**src/ast_params.svh**
```systemverilog
`ifndef AST_PARAMS_SVH
`define AST_PARAMS_SVH

// Register byte addresses
`define AST_TXCS_ADDR    12'h000
`define AST_RXCS_ADDR    12'h004
`define AST_BAUDC_ADDR   12'h008
`define AST_DIVL_ADDR    12'h00C
`define AST_DIVH_ADDR    12'h010
`define AST_HOLD_ADDR    12'h014
`define AST_RXDATA_ADDR  12'h018
`define AST_INTC_ADDR    12'h01C
`define AST_IRQ_ADDR     12'h020

// Transmit control/status fields
`define AST_NINE_EN_BIT     6
`define AST_TX_EN_BIT       5
`define AST_SYNC_BIT        4
`define AST_HSPEED_BIT      2
`define AST_SHIFT_EMPTY_BIT 1
`define AST_NINTH_BIT       0
// Receive control/status fields
`define AST_PORT_EN_BIT     7
// Baud control fields
`define AST_INVERT_BIT      4
`define AST_WIDE_DIV_BIT    3
// Interrupt control fields
`define AST_GLOBAL_IE_BIT   7
`define AST_PERIPH_IE_BIT   6
`define AST_TX_IE_BIT       4
// Interrupt status bit (sticky)
`define AST_IRQ_STAT_BIT    0

// Reset values
`define AST_TXCS_RST     8'h02
`define AST_CTRL_RST     8'h00
`define AST_DIV_RST      16'h0000

// Sub-bit prescale limits, minus one: 64x, 16x, 4x
`define AST_SUB_X64      6'h3F
`define AST_SUB_X16      6'h0F
`define AST_SUB_X4       6'h03

`endif

```
**src/ast_pkg.sv**
```systemverilog
package ast_pkg;
	// Transmit sequencer states
	typedef enum logic [1:0] {
		AST_IDLE  = 2'b00,
		AST_START = 2'b01,
		AST_DATA  = 2'b10,
		AST_STOP  = 2'b11
	} ast_state_type;
endpackage : ast_pkg

```
**src/ast_tick_if.sv**
```systemverilog
`timescale 1ns/1ps
// Bit-tick link between baud generator and shifter
interface ast_tick_if;
	logic        tick;  // One bit time elapsed
	logic        run;   // Generator running
	modport gen (output tick, input run);
	modport use_ (input tick, output run);
endinterface : ast_tick_if

```
**src/ast_uart_tx.sv**
```systemverilog
`timescale 1ns/1ps
`include "ast_params.svh"
module ast_uart_tx
	import ast_pkg::*;
(
	input  wire logic        i_clk,
	input  wire logic        i_rst_n,
	input  wire logic        i_psel,
	input  wire logic        i_penable,
	input  wire logic        i_pwrite,
	input  wire logic [11:0] i_paddr,
	input  wire logic [31:0] i_pwdata,
	output logic      [31:0] o_prdata,
	output logic             o_pready,
	output logic             o_pslverr,
	output logic             o_tx,
	output logic             o_tx_oe,
	output logic             o_irq
);
	logic [7:0]  txcs;      // Transmit control/status (writable bits)
	logic [7:0]  rxcs;      // Receive control/status
	logic [7:0]  baudc;     // Baud control
	logic [15:0] divisor;   // Baud divisor pair
	logic [7:0]  intc;      // Interrupt enables
	logic [7:0]  hold;      // Holding register
	logic        hold_full; // Holding register occupied
	logic        hold_bit9; // Ninth bit latched with holding write
	logic        hold_empty; // Holding-empty flag
	logic        irq_stat;  // Sticky interrupt status
	logic        irq_mask;  // Interrupt mask
	logic        wr;        // Write completes this edge
	logic        busy;      // Shifter active
	logic        line;      // Raw serial level
	logic        load;      // Move holding to shifter
	logic        tx_on;     // Transmitter enabled and port on
	logic        hold_empty_set; // Flag set event

	ast_tick_if tk ();

	assign wr        = i_psel && i_penable && i_pwrite;
	assign o_pready  = 1'b1;  // Zero-wait slave
	assign tx_on     = txcs[`AST_TX_EN_BIT] && rxcs[`AST_PORT_EN_BIT];
	assign load      = hold_full && !busy && tx_on;
	// Pin released when disabled, left to general purpose logic
	assign o_tx_oe   = tx_on;
	assign o_tx      = tx_on ? (line ^ baudc[`AST_INVERT_BIT]) : 1'b0;

	// Unmapped addresses error; shift register has no address
	always_comb begin
		unique case (i_paddr)
			`AST_TXCS_ADDR, `AST_RXCS_ADDR, `AST_BAUDC_ADDR, `AST_DIVL_ADDR,
			`AST_DIVH_ADDR, `AST_HOLD_ADDR, `AST_RXDATA_ADDR, `AST_INTC_ADDR,
			`AST_IRQ_ADDR: o_pslverr = 1'b0;
			default:       o_pslverr = i_psel && i_penable;
		endcase
	end

	// Configuration registers
	always_ff @(posedge i_clk) begin
		if (!i_rst_n) begin
			txcs    <= `AST_CTRL_RST;
			rxcs    <= `AST_CTRL_RST;
			baudc   <= `AST_CTRL_RST;
			divisor <= `AST_DIV_RST;
			intc    <= `AST_CTRL_RST;
			irq_mask <= 1'b0;
		end else if (wr) begin
			unique case (i_paddr)
				`AST_TXCS_ADDR:  txcs  <= i_pwdata[7:0] & 8'hFD;  // Status bit read-only
				`AST_RXCS_ADDR:  rxcs  <= i_pwdata[7:0];
				`AST_BAUDC_ADDR: baudc <= i_pwdata[7:0];
				`AST_DIVL_ADDR:  divisor[7:0]  <= i_pwdata[7:0];
				`AST_DIVH_ADDR:  divisor[15:8] <= i_pwdata[7:0];
				`AST_INTC_ADDR:  intc  <= i_pwdata[7:0];
				`AST_IRQ_ADDR:   irq_mask <= i_pwdata[8];
				default: ;
			endcase
		end
	end

	// Holding register; ninth bit captured from its control bit at write time
	always_ff @(posedge i_clk) begin
		if (!i_rst_n) begin
			hold      <= 8'h00;
			hold_bit9 <= 1'b0;
			hold_full <= 1'b0;
		end else if (wr && i_paddr == `AST_HOLD_ADDR) begin
			hold      <= i_pwdata[7:0];
			hold_bit9 <= txcs[`AST_NINTH_BIT] && txcs[`AST_NINE_EN_BIT];
			hold_full <= 1'b1;
		end else if (load || !tx_on) begin
			hold_full <= 1'b0;  // Disabling drops a pending byte
		end
	end

	// Holding-empty flag: set on enable and on transfer, cleared by new write
	assign hold_empty_set = load || (tx_on && !hold_full && !hold_empty);
	always_ff @(posedge i_clk) begin
		if (!i_rst_n) begin
			hold_empty <= 1'b0;
		end else if (!tx_on) begin
			hold_empty <= 1'b0;
		end else if (hold_empty_set) begin
			hold_empty <= 1'b1;
		end else if (wr && i_paddr == `AST_HOLD_ADDR) begin
			hold_empty <= 1'b0;
		end
	end

	// Sticky status; set wins over write-one clear
	always_ff @(posedge i_clk) begin
		if (!i_rst_n)
			irq_stat <= 1'b0;
		else if (hold_empty_set && tx_on)
			irq_stat <= 1'b1;
		else if (wr && i_paddr == `AST_IRQ_ADDR && i_pwdata[`AST_IRQ_STAT_BIT])
			irq_stat <= 1'b0;
	end

	// Level interrupt: flag gated by three enables, or masked sticky bit
	always_ff @(posedge i_clk) begin
		if (!i_rst_n)
			o_irq <= 1'b0;
		else
			o_irq <= (hold_empty && intc[`AST_TX_IE_BIT] && intc[`AST_PERIPH_IE_BIT]
			          && intc[`AST_GLOBAL_IE_BIT]) || (irq_stat && irq_mask);
	end

	// Read mux, registered-free; reads need no side effects
	always_comb begin
		o_prdata = 32'h0000_0000;
		unique case (i_paddr)
			`AST_TXCS_ADDR:  o_prdata[7:0] = {txcs[7:2], !busy && !load, txcs[0]};
			`AST_RXCS_ADDR:  o_prdata[7:0] = rxcs;
			`AST_BAUDC_ADDR: o_prdata[7:0] = baudc;
			`AST_DIVL_ADDR:  o_prdata[7:0] = divisor[7:0];
			`AST_DIVH_ADDR:  o_prdata[7:0] = divisor[15:8];
			`AST_INTC_ADDR:  o_prdata[7:0] = {intc[7:1], hold_empty};
			`AST_IRQ_ADDR:   o_prdata[8:0] = {irq_mask, 7'h00, irq_stat};
			default:         o_prdata = 32'h0000_0000;
		endcase
	end

	ast_baud u_baud (
		.i_clk   (i_clk),
		.i_rst_n (i_rst_n),
		.i_div   (divisor),
		.i_high_speed (txcs[`AST_HSPEED_BIT]),
		.i_wide_div   (baudc[`AST_WIDE_DIV_BIT]),
		.tk      (tk)
	);

	ast_shift u_shift (
		.i_clk   (i_clk),
		.i_rst_n (i_rst_n),
		.i_load  (load),
		.i_data  ({hold_bit9, hold}),
		.i_nine  (txcs[`AST_NINE_EN_BIT]),
		.i_abort (!tx_on),
		.o_busy  (busy),
		.o_line  (line),
		.tk      (tk)
	);
endmodule : ast_uart_tx

```
**src/ast_baud.sv**
```systemverilog
`timescale 1ns/1ps
`include "ast_params.svh"
module ast_baud
	import ast_pkg::*;
(
	input  wire logic        i_clk,
	input  wire logic        i_rst_n,
	input  wire logic [15:0] i_div,
	input  wire logic        i_high_speed,
	input  wire logic        i_wide_div,
	ast_tick_if.gen          tk
);
	logic [15:0] pre_cnt;  // Divisor counter
	logic [5:0]  sub_cnt;  // Sub-bit prescaler
	logic [15:0] div_eff;  // Divisor in use
	logic [5:0]  sub_max;  // Prescale limit minus one

	// Eight-bit mode uses only the low byte
	always_comb begin
		div_eff = i_wide_div ? i_div : {8'h00, i_div[7:0]};
		// 64x, 16x or 4x per bit depending on the selects
		if (i_high_speed && i_wide_div)
			sub_max = `AST_SUB_X4;
		else if (i_high_speed || i_wide_div)
			sub_max = `AST_SUB_X16;
		else
			sub_max = `AST_SUB_X64;
	end

	// Counter n+1 then prescaler; restarts with each frame for clean edges
	always_ff @(posedge i_clk) begin
		if (!i_rst_n || !tk.run) begin
			pre_cnt <= 16'h0000;
			sub_cnt <= 6'h00;
		end else if (pre_cnt >= div_eff) begin
			pre_cnt <= 16'h0000;
			sub_cnt <= (sub_cnt >= sub_max) ? 6'h00 : sub_cnt + 6'h01;
		end else begin
			pre_cnt <= pre_cnt + 16'h0001;
		end
	end

	// Bit tick when both stages wrap
	assign tk.tick = tk.run && (pre_cnt >= div_eff) && (sub_cnt >= sub_max);
endmodule : ast_baud

```
**src/ast_shift.sv**
```systemverilog
`timescale 1ns/1ps
`include "ast_params.svh"
module ast_shift
	import ast_pkg::*;
(
	input  wire logic       i_clk,
	input  wire logic       i_rst_n,
	input  wire logic       i_load,
	input  wire logic [8:0] i_data,
	input  wire logic       i_nine,
	input  wire logic       i_abort,
	output logic            o_busy,
	output logic            o_line,
	ast_tick_if.use_        tk
);
	ast_state_type state;   // Frame phase
	logic [8:0]    shreg;   // Shift register, unmapped
	logic [3:0]    bit_cnt; // Data bits left minus one

	assign o_busy = (state != AST_IDLE);
	assign tk.run = o_busy;

	// Frame sequencer
	always_ff @(posedge i_clk) begin
		if (!i_rst_n || i_abort) begin
			state   <= AST_IDLE;
			shreg   <= 9'h000;
			bit_cnt <= 4'h0;
			o_line  <= 1'b1;
		end else begin
			unique case (state)
				AST_IDLE: begin
					o_line <= 1'b1;
					if (i_load) begin
						shreg   <= i_data;
						bit_cnt <= i_nine ? 4'h8 : 4'h7;
						o_line  <= 1'b0;
						state   <= AST_START;
					end
				end
				AST_START: if (tk.tick) begin
					o_line <= shreg[0];
					shreg  <= {1'b0, shreg[8:1]};
					state  <= AST_DATA;
				end
				AST_DATA: if (tk.tick) begin
					if (bit_cnt == 4'h0) begin
						o_line <= 1'b1;
						state  <= AST_STOP;
					end else begin
						o_line  <= shreg[0];
						shreg   <= {1'b0, shreg[8:1]};
						bit_cnt <= bit_cnt - 4'h1;
					end
				end
				AST_STOP: if (tk.tick) begin
					state <= AST_IDLE;
				end
			endcase
		end
	end
endmodule : ast_shift

```
**config.mk**
```make
export PLATFORM = sky130hd
export DESIGN_NAME = ast_uart_tx
export DESIGN_NICKNAME = d
export VERILOG_FILES = /design/src/ast_pkg.sv /design/src/ast_tick_if.sv /design/src/ast_uart_tx.sv /design/src/ast_baud.sv /design/src/ast_shift.sv
export VERILOG_INCLUDE_DIRS = /design/src
export SDC_FILE = /design/constraint.sdc
export NUM_CORES = 1
export LEC_CHECK = 0
export BUFFER_PORTS_ARGS = -buffer_cell sky130_fd_sc_hd__buf_2
export CORE_UTILIZATION = 47
export DETAILED_ROUTE_END_ITERATION = 10
export PLACE_DENSITY = 0.69
export SYNTH_ARGS = -nofsm -noshare
export SYNTH_HDL_FRONTEND = slang
export SYNTH_SLANG_ARGS = --single-unit
```
**constraint.sdc**
```tcl
create_clock -name i_clk -period 2.4 [get_ports i_clk]
set_clock_uncertainty 0.05 [all_clocks]
set_input_delay 0.24 -clock i_clk [delete_from_list [all_inputs] [get_ports i_clk]]
set_output_delay 0.24 -clock i_clk [all_outputs]
set_load 0.05 [all_outputs]
```
* Word-level counts from Yosys, hierarchy flattened
Index checks and enable logic that the tools add are counted.
** Cells by class
- Equal/unequal tests :: 17
- Mux-type cells :: 35
- Reduce and logical (&&, ||, !) cells :: 55
- Add/subtract/negate cells :: 3
- Magnitude comparators :: 2
- Bitwise operators :: 1
** Operators by type and width (count)
- one-hot mux 8 bit (7 select lines) :: 1
- == test 12 x 5 -> 1 bit, second input constant :: 4
- 2-to-1 mux 9 bit :: 4
- one-hot mux 9 bit (3 select lines) :: 1
- == test 12 x 4 -> 1 bit, second input constant :: 2
- logical AND 1 bit :: 20
- 2-to-1 mux 6 bit :: 3
- adder 16 x 1 -> 16 bit, second input constant :: 1
- >= comparator 16 bit :: 1
- 2-to-1 mux 16 bit :: 1
- 2-to-1 mux 4 bit :: 4
- AND reduction 2 bit :: 8
- 2-to-1 mux 1 bit :: 13
- == test 12 x 3 -> 1 bit, second input constant :: 1
- == test 12 x 6 -> 1 bit, second input constant :: 1
- zero test 12 bit :: 1
- 2-to-1 mux 2 bit :: 5
- != test 2 bit, second input constant :: 5
- AND reduction 5 bit :: 2
- nonzero test 2 bit :: 5
- OR reduction 9 bit :: 1
- one-hot mux 2 bit (4 select lines) :: 1
- one-hot mux 4 bit (2 select lines) :: 1
- adder 6 x 1 -> 6 bit, second input constant :: 1
- other kinds (15) :: 26
** Storage, ports and cells
- Input bits :: 49
- Logic and storage cells :: 132
- Register bits after elaboration :: 99
- Output and inout bits :: 37

* Longest topological paths before layout
- Depth in word-level cells :: 7
- Gate-level depth with buffers :: 10
- Depth with buffers taken out :: 8

* Modules after synthesis
From an unflattened synthesis, not the netlist that was laid out.
** Second synthesis, totals
- Cell total of the unflattened synthesis :: 584
- Area, all modules :: 5494.0 µm²
** By module, submodules not included
- ast_uart_tx :: cells each 305, seq. area each 1201.2 µm², area each 2999.1 µm², instances 1
- ast_baud :: cells each 170, seq. area each 440.4 µm², area each 1496.4 µm², instances 1
- ast_shift :: cells each 109, seq. area each 320.3 µm², area each 998.5 µm², instances 1

* Worst setup path after synthesis
No wires, ideal clock.
- Path kind :: in2out
- From :: input port i_paddr[1]
- To :: output port o_prdata[2]
- Setup slack :: -178 ps
- Data required time :: 2110 ps
- Data arrival time :: 2288 ps
- Buffers on the path :: 1
- Cell stages on the path :: 7
- Path through :: nor4_2 > nand2_2 > or3_1 > buf_6 > nor3_1 > a22oi_1 > nand3_1
** Between the ends
- Cells in the longest elaborated chain, start to end :: 2
- Elaborated cells between the ends (all ways) :: 8
- Classes of those cells :: 6 x eq/ne; 1 x mux; 1 x reduce/logical
** Ends and longest elaborated chain
- start: declaration :: RTL line ast_uart_tx.sv:11 : input wire logic [11:0] i_paddr,
- == test 12 x 6 -> 1 bit, or another cell as far along :: RTL line ast_uart_tx.sv:132 : unique case (i_paddr)
- one-hot mux 8 bit (7 select lines) * :: RTL line ast_uart_tx.sv:132
- end: declaration :: RTL line ast_uart_tx.sv:13 : output logic [31:0] o_prdata,
Mark *: on every way between the ends. The rest lies on a longest branch, timed or not.

* Worst setup path in the final report
- From :: register baudc[3]
- To :: register u_shift.shreg[2]
** Between the ends
- Cells in the longest elaborated chain, start to end :: 7
- Elaborated cells between the ends (all ways) :: 12
- Classes of those cells :: 2 x order compare; 2 x eq/ne; 3 x mux; 5 x reduce/logical
** Ends and longest elaborated chain
- start: declaration :: RTL line ast_uart_tx.sv:22 : logic [7:0] baudc;
- start signal: assignment :: RTL line ast_uart_tx.sv:63 : baudc <= `AST_CTRL_RST;
- start signal: assignment :: RTL line ast_uart_tx.sv:71 : `AST_BAUDC_ADDR: baudc <= i_pwdata[7:0];
- parallel branches: the longest is 4 deep, another holds >= comparator 16 bit
- logical AND 1 bit * :: RTL line ast_baud.sv:44 : assign tk.tick = tk.run && (pre_cnt >= div_eff) && (sub_cnt >= sub_max);
- != test 2 bit (no line)
- AND reduction 5 bit (no line) *
- end signal: assignment :: RTL line ast_shift.sv:35 : shreg <= i_data;
- end signal: assignment :: RTL line ast_shift.sv:43 : shreg <= {1'b0, shreg[8:1]};
- end signal: assignment :: RTL line ast_shift.sv:52 : shreg <= {1'b0, shreg[8:1]};
- end: declaration :: RTL line ast_shift.sv:17 : logic [8:0] shreg;
Mark *: on every way between the ends.
A chain may end at the register's enable or synchronous reset.

==> key figures <==
STA
  – Slew headroom: 54.8%
  – Worst slew pin tran: 0.672 ns
  – PnR worst setup slack: 0.0560 ns
  – RSZ-0062 raised after global routing: true
  – Period utilization: 97.7%
  – Fin. max-slew vios: 0
  – Setup violators final: 0
  – Crit path time final: 2.34 ns
  – Highest Clock Rate: 0.427 GHz
  – Setup TNS: 0 ns
  – Hold Fails Final Rpt: 0

Critical path
  – Cell Chain, Critical Path: nand2_1 -> ha_1 -> nand4_1 -> nor3_4 -> nand3b_1 -> buf_6 -> and4_4 -> nor3_2 -> nor3_1
  – WP data arrival: 2.51 ns
  – Setup CP Type: register to register
  – CP bufs+invs: 1
  – Crit. End Element: register
  – Worst setup SP type: register
  – Top delay family on crit path: simple AND/OR/NAND/NOR gates
  – CP Max Fanout: 7
  – CP max stage delay: 0.39 ns
  – Slowest stage cell, crit path: dfxtp_4
  – Crit path required time: 2.57 ns

Placement
  – GPL Wtd Cong: 0.898
  – Port Buffers: 38
  – DPL Wire Length: 9.57 mm
  – Placed instance count: 806
  – Pre-CTS setup slack: -0.179 ns

Floorplan
  – Num rows: 38
  – Initial Util: 48.7%
  – Io pins: 86
  – Die X: 109 um
  – Die H: 109 um
  – Core Footprint: 11000 um^2
  – Die area: 11800 um^2

Pwr
  – Reported net switching power: 772 uW
  – Pwr Total: 3.30 mW
  – Pwr Density: 511 nW/um^2
  – Comb pwr share: 5.4%
  – Clock share of power: 45.4%
  – Power Internal: 2.53 mW
  – Leakage dissipation: 2.38 nW
  – Sequential share of power: 49.2%
  – Worst vdd ir: 379 uV
  – Sw frac: 23.4%

Routing
  – Iteration-0 DRC Markers: 217
  – Drt total wl: 13.2 mm
  – Final ANT Viol Nets: 0
  – Drt wl/cell: 16.0 um
  – First-pass detailed-route iteration total: 4
  – DRC: 0
  – Via count: 4568
  – Drt via density: 5.52

Synth
  – Most frequent cell after synthesis: dfxtp_1
  – Library cells used by synthesis: 52
  – Syn Area/Cell: 8.79 um^2
  – Seq cells post-synth: 98
  – Yosys warns: 0
  – Area contributors post-synth: dfxtp_1 37%, mux2i_1 9.9%, ha_1 6.3%
  – Syn Std Cell Area: 5350 um^2
  – Area share of the largest cell type after synthesis: 36.7%
  – Async S/R FF share, synth: 0%
  – Post-synth EDFFs: 0
  – Post-synth top cells: 98 x dfxtp_1, 69 x nand2_1, 53 x mux2i_1, 51 x nor2b_1, 31 x nor2_1
  – Sequential element share of the synthesized area: 36.7%
  – Area leader, netlist: dfxtp_1
  – Top_reg_cell synth: dfxtp_1
  – Syn Inst Count: 609

Status
  – Status: finished clean

Cells and area
  – Final core utilization: 58.8%
  – Non-Filler Instances: 827
  – Layout cells sized above 1: 23.4%
  – FILL cells: 945
  – Area grow syn2layout: 20.6%
  – # diodes: 0
  – Layout net count: 758

GRT
  – Largest net degree at the start of global routing: 60
  – Met1 Track Usage GR: 29.4%
  – Total congestion overflow: 0
  – Initial antenna violation count: 0
  – Gr busiest metal: met2
  – Number of global-route vias before repair: 4444
  – M3 GR Usage: 4.12%
  – All-Layer GR Usage: 23.7%
  – Global-route wire length before repair: 21.7 mm
  – GR Util met2: 40.8%

Clock network
  – Clock slew at reported path FFs: 0.07 ns
  – Clock sink count: 98
  – Clock root cell: clkbuf_16
  – Largest buffer count on any clock path: 2
  – CTS Hold Buffers Added: 0
  – CTS tree: built
  – H-tree Lvls: 3
  – CTS Buf Count: 9
  – Clk_lat worst skew: 0.34 ns

Min path
  – Hold Crit Class: primary input to register

Flow run
  – Max_cap viols: 0
[cells in the final DEF, fill, tap and decap left out, types with 6 or more instances in the layout]
| cell | netlist | layout |
|---|---|---|
| a21boi_0 | 11 | 11 |
| inv_1 | 18 | 18 |
| a21oi_1 | 28 | 25 |
| nor3_2 | 0 | 11 |
| xor2_1 | 8 | 8 |
| nand4_1 | 6 | 6 |
| mux2i_1 | 53 | 53 |
| o21ai_0 | 9 | 6 |
| mux2_2 | 8 | 8 |
| nor2b_1 | 51 | 51 |
| nand3_2 | 0 | 6 |
| a22oi_1 | 21 | 21 |
| xnor2_1 | 7 | 7 |
| nor2_1 | 31 | 30 |
| buf_4 | 24 | 41 |
| o22ai_1 | 8 | 8 |
| dfxtp_1 | 98 | 94 |
| buf_2 | 1 | 37 |
| nand2_1 | 69 | 67 |
| nor3_1 | 29 | 17 |
| conb_1 | 2 | 24 |
| clkbuf_16 | 0 | 9 |
| ha_1 | 27 | 26 |
| nand3_1 | 20 | 14 |
[path summary, 6_finish.rpt]
path	to	startpoint	cells past startpoint	slack (ns)
worst max-delay path	u_shift.shreg[2]$_SDFFE_PN0P_	baudc[3]$_SDFFE_PN0P_	9	0.06
worst min register to register	hold[0]$_SDFFE_PN0P_	hold[0]$_SDFFE_PN0P_	2	0.42
worst max register to register	u_shift.shreg[2]$_SDFFE_PN0P_	baudc[3]$_SDFFE_PN0P_	9	0.06
worst min-delay path	irq_mask$_SDFFE_PN0P_	i_pwdata[8]	3	0.13
[state kept, by name, indices dropped and copies added (netlist names), 4 cells and up]
name and flops:
baudc 8, intc 7, u_shift.bit_cnt 4, txcs 7, u_shift.shreg 9, hold 8, u_baud.sub_cnt 6, divisor 16
rxcs 8, u_baud.pre_cnt 16
[layer usage]
layer / vias to the layer above / share of wire (%)
met3: 30 / 4.6
met4: 0 / 3.0
met2: 139 / 48
li1: 2251 / -
met5: - / 0
met1: 2148 / 44
[cell families after synthesis]
| group | after synthesis | share of synthesized area, % |
|---|---|---|
| compound gates | 93 | 11.4 |
| simple gates | 248 | 25.0 |
| buf+inv | 65 | 6.41 |
| fa+ha+maj | 27 | 6.31 |
| mux | 61 | 11.6 |
| xor+xnor | 15 | 2.46 |
| other cells | 2 | 0.140 |
| flops | 98 | 36.7 |
[power by group through the flow]
stage	clock network, mW	logic [mW]	registers [mW]
final	1.50	0.179	1.62
after global routing	1.60	0.190	1.62
after CTS	1.53	0.176	1.62
after detailed placement	0	0.176	1.66
after global placement	0	0.175	1.66
after floorplan	0	0.159	1.66
[stage by stage]
| step | hold WS (ns) | cell area [um^2] |
|---|---|---|
| after global routing | 0.140 | 6450 |
| after CTS | 0.128 | 6250 |
| final | 0.127 | 6450 |
| after global placement | 0.403 | 5920 |
| after floorplan | 0.337 | 5480 |
| after detailed placement | 0.412 | 5920 |
[worst min-delay path, stage by stage]
cell	delay (ns)
buf_2	0.08
mux2i_1	0.06
nor2b_1	0.11
[layout make-up]
| cell class | count | area, um^2 | area share, % |
|---|---|---|---|
| clock buffers | 11 | 253 | 3.92 |
| clock inverters | 5 | 60.1 | 0.930 |
| inverters | 18 | 67.6 | 1.05 |
| multi-input cells | 469 | 3330 | 51.6 |
| flip-flops and latches | 98 | 1970 | 30.5 |
| well taps | 140 | 175 | 2.71 |
| repair buffers | 86 | 597 | 9.25 |
[timing repair]
item	CTS	global route
setup buffers	0	3
hold endpoints to repair	0	0
pin swaps	0	13
setup endpoints to repair	38	43
gates cloned	0	2
gates resized for setup	7	46
No activity file was read; power rests on OpenSTA's default activity.
